<file path="src/core/prcr_consts.vh">
// constants for the pll ratio configuration register block
`ifndef PRCR_CONSTS_VH
`define PRCR_CONSTS_VH

// register offsets on the control port
`define PRCR_ADDR_PRESCALE 8'h35
`define PRCR_ADDR_MULT_HIGH 8'h36
`define PRCR_ADDR_FRAC_LOW 8'h37
`define PRCR_ADDR_INT_LOW 8'h38
`define PRCR_ADDR_CLK_DIVS 8'h39

// reset values
`define PRCR_RST_PRESCALE 8'h01
`define PRCR_RST_MULT_HIGH 8'h00
`define PRCR_RST_FRAC_LOW 8'h00
`define PRCR_RST_INT_LOW 8'h08
`define PRCR_RST_CLK_DIVS 8'h20

// field positions in the multiplier high bits register
`define PRCR_INT_TOP_BIT 7
`define PRCR_HALVE_BIT 6
`define PRCR_FRAC_TOP_MSB 5
`define PRCR_FRAC_TOP_LSB 0

// writable part of the clock divider values register
`define PRCR_CLK_DIVS_MSB 7
`define PRCR_CLK_DIVS_LSB 2

// value decoding
`define PRCR_PRESCALE_ZERO_VALUE 9'h100
`define PRCR_FRAC_SCALE 23'h002710
`define PRCR_FRAC_MAX 14'h270f
`define PRCR_INT_RESERVED 9'h000

// answer for an unmapped read
`define PRCR_UNMAPPED_DATA 8'h00

`endif

</file>
<file path="src/core/prcr_pll_ratio_regs.v">
// pll ratio configuration registers with registered effective settings
//
// Operation
// - prescale code zero divides by 256, any other code divides by itself.
// - with auto detection on, programmed divider and multipliers are ignored.
// - integer multiplier is top bit 7 of 0x36 above the 0x38 byte.
// - fraction is bits 5..0 of 0x36 above the 0x37 byte.
// - bit 6 of 0x36 set halves the pll divided clock, clear passes it.
// - reset gives integer low byte 8, prescale 1, fraction and halve zero.
`timescale 1ns/1ps
`include "prcr_consts.vh"

module prcr_pll_ratio_regs (
    // clock and reset
    input wire clk_in,
    input wire rst_in,
    // control register port
    input wire [7:0] reg_addr_in,
    input wire reg_wr_en_in,
    input wire [7:0] reg_wr_data_in,
    input wire reg_rd_en_in,
    output reg [7:0] reg_rd_data_out,
    output reg reg_rd_hit_out,
    // clock detection
    input wire auto_detect_en_in,
    input wire [7:0] auto_prescale_code_in,
    input wire [8:0] auto_int_mult_in,
    input wire [13:0] auto_frac_mult_in,
    // settings towards the pll
    output reg [8:0] pll_prescale_div_out,
    output reg [8:0] pll_int_mult_out,
    output reg [13:0] pll_frac_mult_out,
    output reg [22:0] pll_ratio_x10000_out,
    output reg divided_clock_halve_out,
    output reg pll_config_reserved_out,
    // raw contents of the neighbouring divider register
    output reg [7:0] clock_divider_values_out
);

    // register storage
    reg [7:0] pll_prescale_divider_reg;
    reg [7:0] pll_multiplier_high_bits_reg;
    reg [7:0] pll_fraction_low_byte_reg;
    reg [7:0] pll_integer_low_byte_reg;
    reg [5:0] clock_divider_values_reg;

    reg [7:0] rd_data_next;
    reg rd_hit_next;

    wire integer_mult_top_bit;
    wire divided_clock_halve;
    wire [5:0] fraction_mult_top_bits;
    wire [8:0] prog_int_mult;
    wire [13:0] prog_frac_mult;
    wire [8:0] calc_prescale_div;
    wire [8:0] calc_int_mult;
    wire [13:0] calc_frac_mult;
    wire [22:0] calc_ratio;
    wire calc_reserved;

    // write strobes, one per register
    wire wr_mapped;
    wire wr_prescale;
    wire wr_mult_high;
    wire wr_frac_low;
    wire wr_int_low;
    wire wr_clk_divs;

    // reset images of the effective settings, taken from the register reset values
    localparam [7:0] RST_MULT_HIGH = `PRCR_RST_MULT_HIGH;
    localparam [7:0] RST_CLK_DIVS = `PRCR_RST_CLK_DIVS;
    // reset prescale code is nonzero, so the divisor is the code itself
    localparam [8:0] RST_PRESCALE_DIV = {1'b0, `PRCR_RST_PRESCALE};
    localparam [8:0] RST_INT_MULT = {RST_MULT_HIGH[`PRCR_INT_TOP_BIT], `PRCR_RST_INT_LOW};
    localparam [13:0] RST_FRAC_MULT = {RST_MULT_HIGH[`PRCR_FRAC_TOP_MSB:`PRCR_FRAC_TOP_LSB], `PRCR_RST_FRAC_LOW};
    localparam [22:0] RST_RATIO = {14'h0000, RST_INT_MULT} * `PRCR_FRAC_SCALE + {9'h000, RST_FRAC_MULT};

    // shared address decode for the write and read paths
    function addr_is_mapped;
        input [7:0] addr;
        begin
            if (addr == `PRCR_ADDR_PRESCALE) begin
                addr_is_mapped = 1'b1;
            end else if (addr == `PRCR_ADDR_MULT_HIGH) begin
                addr_is_mapped = 1'b1;
            end else if (addr == `PRCR_ADDR_FRAC_LOW) begin
                addr_is_mapped = 1'b1;
            end else if (addr == `PRCR_ADDR_INT_LOW) begin
                addr_is_mapped = 1'b1;
            end else if (addr == `PRCR_ADDR_CLK_DIVS) begin
                addr_is_mapped = 1'b1;
            end else begin
                addr_is_mapped = 1'b0;
            end
        end
    endfunction

    assign integer_mult_top_bit = pll_multiplier_high_bits_reg[`PRCR_INT_TOP_BIT];
    assign divided_clock_halve = pll_multiplier_high_bits_reg[`PRCR_HALVE_BIT];
    assign fraction_mult_top_bits = pll_multiplier_high_bits_reg[`PRCR_FRAC_TOP_MSB:`PRCR_FRAC_TOP_LSB];
    assign prog_int_mult = {integer_mult_top_bit, pll_integer_low_byte_reg};
    assign prog_frac_mult = {fraction_mult_top_bits, pll_fraction_low_byte_reg};

    // unmapped addresses raise no strobe, so such writes are dropped
    assign wr_mapped = reg_wr_en_in && addr_is_mapped(reg_addr_in);
    assign wr_prescale = wr_mapped && (reg_addr_in == `PRCR_ADDR_PRESCALE);
    assign wr_mult_high = wr_mapped && (reg_addr_in == `PRCR_ADDR_MULT_HIGH);
    assign wr_frac_low = wr_mapped && (reg_addr_in == `PRCR_ADDR_FRAC_LOW);
    assign wr_int_low = wr_mapped && (reg_addr_in == `PRCR_ADDR_INT_LOW);
    assign wr_clk_divs = wr_mapped && (reg_addr_in == `PRCR_ADDR_CLK_DIVS);

    // register writes, one block per register
    always @(posedge clk_in or posedge rst_in) begin
        if (rst_in) begin
            pll_prescale_divider_reg <= `PRCR_RST_PRESCALE;
        end else if (wr_prescale) begin
            pll_prescale_divider_reg <= reg_wr_data_in;
        end
    end

    always @(posedge clk_in or posedge rst_in) begin
        if (rst_in) begin
            pll_multiplier_high_bits_reg <= `PRCR_RST_MULT_HIGH;
        end else if (wr_mult_high) begin
            pll_multiplier_high_bits_reg <= reg_wr_data_in;
        end
    end

    always @(posedge clk_in or posedge rst_in) begin
        if (rst_in) begin
            pll_fraction_low_byte_reg <= `PRCR_RST_FRAC_LOW;
        end else if (wr_frac_low) begin
            pll_fraction_low_byte_reg <= reg_wr_data_in;
        end
    end

    always @(posedge clk_in or posedge rst_in) begin
        if (rst_in) begin
            pll_integer_low_byte_reg <= `PRCR_RST_INT_LOW;
        end else if (wr_int_low) begin
            pll_integer_low_byte_reg <= reg_wr_data_in;
        end
    end

    // low two bits are reserved and keep reading zero
    always @(posedge clk_in or posedge rst_in) begin
        if (rst_in) begin
            clock_divider_values_reg <= RST_CLK_DIVS[`PRCR_CLK_DIVS_MSB:`PRCR_CLK_DIVS_LSB];
        end else if (wr_clk_divs) begin
            clock_divider_values_reg <= reg_wr_data_in[`PRCR_CLK_DIVS_MSB:`PRCR_CLK_DIVS_LSB];
        end
    end

    // read mux; a write in the same cycle is not yet visible
    always @* begin
        rd_data_next = `PRCR_UNMAPPED_DATA;
        rd_hit_next = addr_is_mapped(reg_addr_in);
        if (reg_addr_in == `PRCR_ADDR_PRESCALE) begin
            rd_data_next = pll_prescale_divider_reg;
        end else if (reg_addr_in == `PRCR_ADDR_MULT_HIGH) begin
            rd_data_next = pll_multiplier_high_bits_reg;
        end else if (reg_addr_in == `PRCR_ADDR_FRAC_LOW) begin
            rd_data_next = pll_fraction_low_byte_reg;
        end else if (reg_addr_in == `PRCR_ADDR_INT_LOW) begin
            rd_data_next = pll_integer_low_byte_reg;
        end else if (reg_addr_in == `PRCR_ADDR_CLK_DIVS) begin
            rd_data_next = {clock_divider_values_reg, 2'b00};
        end
    end

    always @(posedge clk_in or posedge rst_in) begin
        if (rst_in) begin
            reg_rd_data_out <= 8'h00;
            reg_rd_hit_out <= 1'b0;
        end else if (reg_rd_en_in) begin
            reg_rd_data_out <= rd_data_next;
            reg_rd_hit_out <= rd_hit_next;
        end else begin
            // data holds until the next read, the hit flag is a pulse
            reg_rd_hit_out <= 1'b0;
        end
    end

    prcr_ratio_calc u_ratio_calc (
        .auto_detect_en_in(auto_detect_en_in),
        .prog_prescale_code_in(pll_prescale_divider_reg),
        .prog_int_mult_in(prog_int_mult),
        .prog_frac_mult_in(prog_frac_mult),
        .auto_prescale_code_in(auto_prescale_code_in),
        .auto_int_mult_in(auto_int_mult_in),
        .auto_frac_mult_in(auto_frac_mult_in),
        .prescale_div_out(calc_prescale_div),
        .int_mult_out(calc_int_mult),
        .frac_mult_out(calc_frac_mult),
        .ratio_x10000_out(calc_ratio),
        .prog_reserved_out(calc_reserved)
    );

    // registered so the analog side never sees decode glitches
    always @(posedge clk_in or posedge rst_in) begin
        if (rst_in) begin
            pll_prescale_div_out <= RST_PRESCALE_DIV;
            pll_int_mult_out <= RST_INT_MULT;
            pll_frac_mult_out <= RST_FRAC_MULT;
            pll_ratio_x10000_out <= RST_RATIO;
            divided_clock_halve_out <= RST_MULT_HIGH[`PRCR_HALVE_BIT];
            pll_config_reserved_out <= 1'b0;
            clock_divider_values_out <= `PRCR_RST_CLK_DIVS;
        end else begin
            pll_prescale_div_out <= calc_prescale_div;
            pll_int_mult_out <= calc_int_mult;
            pll_frac_mult_out <= calc_frac_mult;
            pll_ratio_x10000_out <= calc_ratio;
            divided_clock_halve_out <= divided_clock_halve;
            pll_config_reserved_out <= calc_reserved;
            clock_divider_values_out <= {clock_divider_values_reg, 2'b00};
        end
    end

endmodule // prcr_pll_ratio_regs

</file>
<file path="src/core/prcr_ratio_calc.v">
// selects programmed or detected pll settings and works out the ratio
`timescale 1ns/1ps
`include "prcr_consts.vh"

module prcr_ratio_calc (
    // control
    input wire auto_detect_en_in,
    // programmed fields
    input wire [7:0] prog_prescale_code_in,
    input wire [8:0] prog_int_mult_in,
    input wire [13:0] prog_frac_mult_in,
    // detected fields
    input wire [7:0] auto_prescale_code_in,
    input wire [8:0] auto_int_mult_in,
    input wire [13:0] auto_frac_mult_in,
    // results
    output reg [8:0] prescale_div_out,
    output reg [8:0] int_mult_out,
    output reg [13:0] frac_mult_out,
    output reg [22:0] ratio_x10000_out,
    output reg prog_reserved_out
);

    reg [7:0] code_sel;

    always @* begin
        // detection overrides every programmed ratio field
        if (auto_detect_en_in) begin
            code_sel = auto_prescale_code_in;
            int_mult_out = auto_int_mult_in;
            frac_mult_out = auto_frac_mult_in;
        end else begin
            code_sel = prog_prescale_code_in;
            int_mult_out = prog_int_mult_in;
            frac_mult_out = prog_frac_mult_in;
        end
        // code zero stands for the largest divider
        if (code_sel == 8'h00) begin
            prescale_div_out = `PRCR_PRESCALE_ZERO_VALUE;
        end else begin
            prescale_div_out = {1'b0, code_sel};
        end
        // fout = fref / p * (j + d / 10000), kept as j*10000 + d
        ratio_x10000_out = {14'h0000, int_mult_out} * `PRCR_FRAC_SCALE + {9'h000, frac_mult_out};
        // flags software breaking its side; the value is still passed through
        prog_reserved_out = !auto_detect_en_in &&
            ((prog_int_mult_in == `PRCR_INT_RESERVED) || (prog_frac_mult_in > `PRCR_FRAC_MAX));
    end

endmodule // prcr_ratio_calc

</file>
<file path="config.mk">
export PLATFORM = sky130hd
export DESIGN_NAME = prcr_pll_ratio_regs
export DESIGN_NICKNAME = d
export VERILOG_FILES = /design/src/core/prcr_pll_ratio_regs.v /design/src/core/prcr_ratio_calc.v
export VERILOG_INCLUDE_DIRS = /design/src /design/src/core
export SDC_FILE = /design/constraint.sdc
export NUM_CORES = 1
export LEC_CHECK = 0
export ABC_AREA = 0
export BUFFER_PORTS_ARGS = -buffer_cell sky130_fd_sc_hd__buf_2
export CAP_MARGIN = 0
export CORE_MARGIN = 5
export CORE_UTILIZATION = 60
export DETAILED_ROUTE_END_ITERATION = 7
export PLACE_DENSITY = 0.9
export SLEW_MARGIN = 20
export SYNTH_ARGS = -nofsm -noshare
export SYNTH_HDL_FRONTEND = slang
export SYNTH_SLANG_ARGS = --single-unit
</file>
<file path="constraint.sdc">
create_clock -name clk_in -period 10.5 [get_ports clk_in]
set_input_delay 1.575 -clock clk_in [delete_from_list [all_inputs] [get_ports clk_in]]
set_output_delay 1.575 -clock clk_in [all_outputs]
set_load 0.01 [all_outputs]
</file>
After elaboration in Yosys (flattened, before gate mapping)
Cells that the tools add are included.
{ "op_classes": {"reduce_logical": 11, "order_cmp": 1, "eq_ne": 5, "mul": 1, "n_mux": 15, "add_sub_neg": 1} }
{ "ops": {"columns": ["operator", "n"], "rows": [
  ["8-bit 2-to-1 mux", 6],
  ["8-bit by 6-bit == test with 1-bit output, second input constant", 5],
  ["23-bit by 14-bit adder with 23-bit output", 1],
  ["9-bit by 10-bit multiplier with 19-bit output, second input constant", 1],
  ["9-bit 2-to-1 mux", 2],
  ["14-bit > comparator, second input constant", 1],
  ["14-bit 2-to-1 mux", 1],
  ["9-bit zero test", 1],
  ["8-bit zero test", 1],
  ["1-bit logical AND", 7],
  ["1-bit 2-to-1 mux", 6],
  ["1-bit zero test", 1],
  ["1-bit logical OR", 1]
]} }
{ "word_totals": {"output_inout_bits": 74, "input_bits": 52, "word_cells": 48, "ff_bits": 110} }

Depth between registers and ports, before layout
Gate-level depths: netlist (run 1).
{ "logic_depth": {"depth_word": 8, "ltp_mapped": 21, "ltp_nobuf": 18} }

By module
Synthesis (run 1) repeated with hierarchy kept, for this count alone.
{ "hier_totals": {"cells_unflattened": 526, "hier_area_um2": 6321.1} }
{ "modules_own_cells": {"columns": ["module", "instances", "area_per_inst_um2", "cells_per_inst", "seq_area_each_um2"], "rows": [
  ["prcr_pll_ratio_regs", 1, 3871.2, 244, 2766.4],
  ["prcr_ratio_calc", 1, 2449.8, 282, 0.0]
]} }

Worst setup path after synthesis (run 1)
Ideal clock, no wire load.
{ "synth_timing": {"path_type": "input -> register", "start": "input port auto_detect_en_in", "end": "register pll_ratio_x10000_out[22]", "required_time_ns": 10.420, "arrival_time_ns": 6.466, "cell_stages": 18, "path_slack_ns": 3.954, "setup_ns": 0.080, "path_cell_list": "clkbuf_1 buf_1 clkbuf_1 mux2_2 fa_1 fa_1 ha_1 inv_1 fa_1 inv_1 ha_1 buf_6 a21oi_1 o211ai_1 nor4_1 a311oi_1 nor4_2 xnor2_1"} }
{ "synth_via": {"elab_chain_len": 3} }
{ "synth_rtl": {"columns": ["element", "line_no", "text"], "rows": [
  ["from (decl)", "prcr_pll_ratio_regs.v:25", "input wire auto_detect_en_in,"],
  ["9-bit 2-to-1 mux", "prcr_ratio_calc.v:28", "if (auto_detect_en_in) begin"],
  ["via calc_int_mult[6]", "prcr_pll_ratio_regs.v:56", "wire [8:0] calc_int_mult;"],
  ["9-bit by 10-bit multiplier with 19-bit output (no line)", null, null],
  ["23-bit by 14-bit adder with 23-bit output", "prcr_ratio_calc.v:44", "ratio_x10000_out = {14'h0000, int_mult_out} * `PRCR_FRAC_SCALE + {9'h000, frac_mult_out};"],
  ["via calc_ratio[22]", "prcr_pll_ratio_regs.v:58", "wire [22:0] calc_ratio;"],
  ["to (signal assigned)", "prcr_pll_ratio_regs.v:213", "pll_ratio_x10000_out <= calc_ratio;"],
  ["to (decl)", "prcr_pll_ratio_regs.v:33", "output reg [22:0] pll_ratio_x10000_out,"]
]} }
The timed path passes the listed nets, and every way through them passes these cells.
A chain may end at the register's enable or synchronous reset.

Final worst setup path (run 1)
Ends and elaborated chain as after synthesis.

==> results.yml, run 1 <==
sta:
  hold_ws_ns: 0.385
  hold_viol: 0
  rsz0062_at_grt: "false"
  worst_pin_slew_ns: 0.917
  slew_headroom_pct: 38.4
  fin_setup_tns_ns: 0
  setup_slack_ns: 4.27
  slew_viol_final: 0
  fmax_mhz: 161
  period_share_pct: 59.3
  setup_viol: 0
  finClkSkew_ns: 0.0107
  layout_min_cycle_time_ns: 6.23
logic_synthesis:
  synth_area_per_cell_um2: 11.8
  seq_area_frac_synth_pct: 43.6
  yosys.area.top_type: "dfrtp_1"
  yosys.area.top_type_share_pct: 38.9
  synthCells: 516
  synth-xor-area-share_pct: 3.44
  synth.yosys.warnings: 0
  synthesis.area_mm2: 0.00611
  synth_cell_types: 61
  ys_seq_elements: 106
  synth_top_family_by_area: "adder cells"
  synth-simple-area-share_pct: 8.13
  synth_edf_count: 0
  async_flop_share_pct: 100
  muxShareOfSynthArea_pct: 12.8
  synth_ff_type: "dfrtp_1"
  synth_area_leaders: "dfrtp_1 (39%), mux2_2 (12%), ha_1 (11%)"
  synth_compound_area_share_pct: 10.2
  synthAdderAreaFrac_pct: 16.8
die:
  row_count: 36
  core_mm2: 0.00986
  die_h_um: 111
  initial_core_util_pct: 62.0
  die-area_mm2: 0.0123
  die_width_um: 111
  ios: 126
final_layout:
  n_antenna_cell: 0
  top_register: "pll_ratio_x10000_out"
  syn2layout_area_growth_pct: 14.6
  num-nets-final: 756
  largest_register_ffs: 23
  mostFrequentLayoutCells: "buf_2 (123), dfrtp_1 (95), mux2_2 (64), ha_1 (55), inv_1 (48)"
  largestRegisters: "pll_ratio_x10000_out (23), pll_frac_mult_out (10)"
  mostFrequentLayoutCell: "buf_2"
  post-route-util_pct: 71.0
  fin_area_mm2: 0.00700
  drive_above_1_share_pct: 36.9
  fin_cells: 770
power_and_ir_drop:
  worst_ir_drop_vdd_mv: 0.0790
  power_switching_mw: 0.372
  seq_power_share_pct: 43.3
  p_clk_share_pct: 24.8
  p_per_area_mw_per_mm2: 155
  switching_share_pct: 34.2
  leakage_nw: 3.65
  finalPower_mw: 1.09
  intPower_mw: 0.716
  combPwrFrac_pct: 31.9
flow_run:
  maxCapViolations: 0
setup_path:
  critPathMaxFanout: 34
  cp-startpoint: "auto_detect_en_in"
  critPathArrivalTime_ns: 6.55
  r2r_start: "pll_integer_low_byte_reg[7]"
  critPathRequiredTime_ns: 10.82
  critPathCaptureType: "register"
  startpoint_type: "input port"
  critical_path_class: "in2reg"
routing:
  vias: 4584
  antenna_left: 0
  vias_per_cell: 5.95
  drc_errors: 0
  drtPass1Iterations: 6
  postRouteWirelength_mm: 14.7
  wire_per_inst_um: 19.1
  drtIter0Drc: 404
clocking:
  cts_setup_buffers: 0
  clk-insertion-delay-late_ns: 0.39
  cts_max_path_buffers: 2
  cts_tree: "yes"
  cts_buffers: 9
  cts.sinks: 106
  postCtsResizedCells: 0
  root_buffer: "clkbuf_8"
  path_clk_slew_ns: 0.11
  h-tree-depth: 3
  cts_hold_buf: 0
place:
  portBuffers: 123
  dp_cells: 754
  postPlaceCellArea_mm2: 0.00679
  dpl.hpwl_mm: 11.4
  gp_congestion: 0.895
  post-place-ws_ns: 3.91
outcome:
  status: "completed"
global_routing:
  grt.overflow.total: 0
  grt_pass1_vias: 4608
  grt_first_pass_wirelength_mm: 23.9
  grt_max_degree: 89
  antenna_found_initial: 0
  track_usage_pct: 24.2
min_path:
  min_from: "clock_divider_values_reg[3]"
  holdCritPathClass: "reg2reg"
final cells by class:
type                    instances  area, µm²
multi-input cells             342       3140
clock inverters                 7       88.8
clock buffers                   9        124
fillers                       655       2860
well taps                     133        166
repair buffers                124        627
flip-flops and latches        106       2670
inverters                      49        186
per-layer routing:
layer | routed length (µm) | global-route usage, % | share of wire (%)
met2 | 7060 | 38.0 | 48
met3 | 1090 | 5.73 | 7.4
met5 | 0 | 0 | 0
met4 | 501 | 9.52 | 3.4
met1 | 6070 | 32.5 | 41
worst max-delay path, cell delays in order:
cell,delay (ns)
buf_2,0.59
mux2i_1,0.34
inv_1,0.20
fa_1,0.59
fa_1,0.44
ha_1,0.29
inv_1,0.05
fa_1,0.53
inv_1,0.04
ha_1,0.40
a21oi_1,0.36
o211ai_1,0.20
nor4_1,0.31
a311oi_1,0.13
nor4_2,0.33
xnor2_1,0.15
final timing paths:
path	endpoint	cells past startpoint	slack, ns
min	clock_divider_values_out[5]	0	0.38
max	pll_ratio_x10000_out[22]	16	4.27
min reg2reg	clock_divider_values_out[5]	0	0.38
max in group asynchronous	pll_prescale_div_out[7]	3	8.37
max reg2reg	pll_ratio_x10000_out[22]	15	5.71
min in group asynchronous	pll_int_mult_out[0]	2	1.11
power groups by stage:
stage          logic (mW)  clock network (mW)  registers [mW]
2_1_floorplan       0.234                   0           0.496
3_3_place_gp        0.330                   0           0.478
3_5_place_dp        0.342                   0           0.479
4_1_cts             0.347               0.271           0.471
5_1_grt             0.382               0.291           0.475
6_report            0.347               0.270           0.471
synth_stat cells, types with 5 or more instances:
cell / instances
nor2_1: 16
nor3_1: 5
dfstp_2: 11
a41oi_1: 6
nand3_1: 8
dfrtp_1: 95
xnor2_1: 20
a21oi_1: 21
mux2_2: 64
nor4_1: 5
fa_1: 17
mux2i_1: 6
a22oi_1: 12
inv_1: 49
ha_1: 55
o21ai_0: 10
nand2_1: 25
buf_4: 7
logic make-up after synthesis:
group                    Yosys count
AO/OA/AOI/OAI                     88
other                              1
AND/OR/NAND/NOR                   86
multiplexers                      70
flip-flops                       106
XOR/XNOR                          24
buffers and inverters             69
adder cells (fa/ha/maj)           72
(Power assumes the default switching activity.)
==> run 2, diff against run 1 <==
Settings changed: ABC_AREA 0 to 1, CORE_UTILIZATION 60 to 51, PLACE_DENSITY 0.9 to 0.82.
Clock period 10.5 ns to 5.5 ns, I/O delays scaled along.
==> results.yml, run 2 <==
outcome:
  status: "completed"
setup_path:
  critPathCaptureType: "register"
  startpoint_type: "input port"
  critPathArrivalTime_ns: 5.31
  critPathRequiredTime_ns: 5.75
  critPathMaxFanout: 24
  critical_path_class: "in2reg"
global_routing:
  antenna_found_initial: 0
  grt_max_degree: 59
  grt_first_pass_wirelength_mm: 26.0
  track_usage_pct: 22.2
  grt_pass1_vias: 5239
  grt.overflow.total: 0
logic_synthesis:
  yosys.area.top_type_share_pct: 37.5
  synthCells: 748
  synth_most_common_cell: "nand2_1"
  synth_edf_count: 0
  synth.yosys.warnings: 0
  yosys.area.top_type: "dfrtp_1"
  async_flop_share_pct: 100
  ys_seq_elements: 106
  seq_area_frac_synth_pct: 42.0
  synth_ff_type: "dfrtp_1"
  yosys-top-cells-count: "nand2_1 (238), inv_1 (100), dfrtp_1 (95)"
  synthesis.area_mm2: 0.00635
  synth_area_per_cell_um2: 8.48
  synth_cell_types: 40
  synth_area_leaders: "dfrtp_1 (37%), nand2_1 (14%), ha_1 (11%)"
power_and_ir_drop:
  leakage_nw: 4.20
  finalPower_mw: 2.39
  worst_ir_drop_vdd_mv: 0.155
  p_per_area_mw_per_mm2: 320
sta:
  hold_ws_ns: 0.385
  hold_viol: 0
  slew_viol_final: 0
  slew_headroom_pct: 53.2
  worst_pin_slew_ns: 0.697
  layout_min_cycle_time_ns: 5.07
  fmax_mhz: 197
  setup_slack_ns: 0.434
  period_share_pct: 92.1
  fin_setup_tns_ns: 0
  finClkSkew_ns: 0.0121
  rsz0062_at_grt: "false"
  setup_viol: 0
clocking:
  cts_tree: "yes"
  root_buffer: "clkbuf_16"
  clk-insertion-delay-late_ns: 0.35
  cts_max_path_buffers: 2
  cts_buffers: 9
  cts.sinks: 106
  cts_hold_buf: 0
  path_clk_slew_ns: 0.08
  postCtsResizedCells: 0
  cts_setup_buffers: 0
  h-tree-depth: 3
final_layout:
  top_register: "pll_ratio_x10000_out"
  largestRegisters: "pll_ratio_x10000_out (23), pll_frac_mult_out (10)"
  fillers: 1070
  num-nets-final: 1002
  n_antenna_cell: 0
  mostFrequentLayoutCell: "nand2_1"
  mostFrequentLayoutCells: "nand2_1 (238), buf_2 (123), inv_1 (99), dfrtp_1 (95), ha_1 (55)"
  post-route-util_pct: 61.7
  syn2layout_area_growth_pct: 17.8
  largest_register_ffs: 23
  drive_above_1_share_pct: 22.2
routing:
  drtIter0Drc: 336
  drc_errors: 0
  vias: 5424
  drtPass1Iterations: 5
  antenna_left: 0
  vias_per_cell: 5.16
  wire_per_inst_um: 15.1
  postRouteWirelength_mm: 15.9
flow_run:
  maxCapViolations: 0
die:
  core_mm2: 0.0121
  initial_core_util_pct: 52.4
  die-area_mm2: 0.0148
  ios: 126
  die_h_um: 122
  row_count: 40
  die_width_um: 122
min_path:
  holdCritPathClass: "reg2reg"
place:
  gp_congestion: 0.899
  dpl.hpwl_mm: 12.2
  post-place-ws_ns: 0.142
  portBuffers: 123
## run 2: worst max-delay path, cell delays in order
cell and delay [ns]:
buf_2 0.11, inv_1 0.09, buf_12 0.16, or2_2 0.12, o21ai_0 0.16, fa_1 0.58, inv_1 0.05, ha_1 0.28
ha_1 0.29, ha_1 0.31, ha_1 0.26, fa_1 0.46, xor2_1 0.18, ha_1 0.36, nand2_1 0.09, nor2_1 0.15
nand3_1 0.11, nand3_1 0.14, nand2_1 0.06, nand2_1 0.09, nand2_1 0.10, nor2_2 0.15, nand3b_1 0.09, nand2_1 0.07
inv_1 0.03
## run 2: power breakdown
group / internal (mW) / switching [mW] / leakage [nW]
clock: 0.317 / 0.314 / 0.145
combinational: 0.320 / 0.529 / 2.69
sequential: 0.880 / 0.0323 / 1.36
## run 2: area by class of cell
cell class	instances	area, µm²	area share (%)
tap	168	210	2.81
timing repair buffer	137	733	9.81
clock buffer	9	225	3.01
inverter	102	385	5.15
multi-input combinational	522	3190	42.7
sequential	106	2670	35.7
clock inverter	7	63.8	0.854
## run 2: path summary, 6_finish.rpt
| check | startpoint | to | slack [ns] | cells after the start |
|---|---|---|---|---|
| max reg2reg | pll_integer_low_byte_reg[3] | pll_ratio_x10000_out[20] | 0.87 | 21 |
| max in group asynchronous | rst_in | pll_prescale_divider_reg[3] | 3.87 | 3 |
| max | auto_detect_en_in | pll_ratio_x10000_out[21] | 0.43 | 25 |
| min reg2reg | clock_divider_values_reg[3] | clock_divider_values_out[5] | 0.39 | 0 |
| min in group asynchronous | rst_in | pll_prescale_div_out[5] | 0.57 | 2 |
| min | clock_divider_values_reg[3] | clock_divider_values_out[5] | 0.39 | 0 |
## run 2: cell families after synthesis
kind of cell	synth area share (%)
other	0.0591
AOI/OAI and AO/OA	7.61
and+or+nand+nor	23.9
DFF	42.0
buffers and inverters	7.83
adders and majority gates	16.2
xor gates and xnor gates	2.35
## run 2: routing by layer
layer / vias to the layer above / share of wire (%) / global-route usage [%]
met4: 0 / 1.2 / 5.46
met3: 21 / 8.6 / 3.76
met5: - / 0 / 0
met1: 2533 / 44 / 31.7
met2: 238 / 46 / 35.7
li1: 2632 / - / -
## run 2: through the flow
step | cell area (µm²) | cells
6_report | 7480 | 1051
5_1_grt | 7480 | 1051
4_1_cts | 7470 | 1051
3_5_place_dp | 7180 | 1035
3_3_place_gp | 7180 | 1035
2_1_floorplan | 6350 | 749
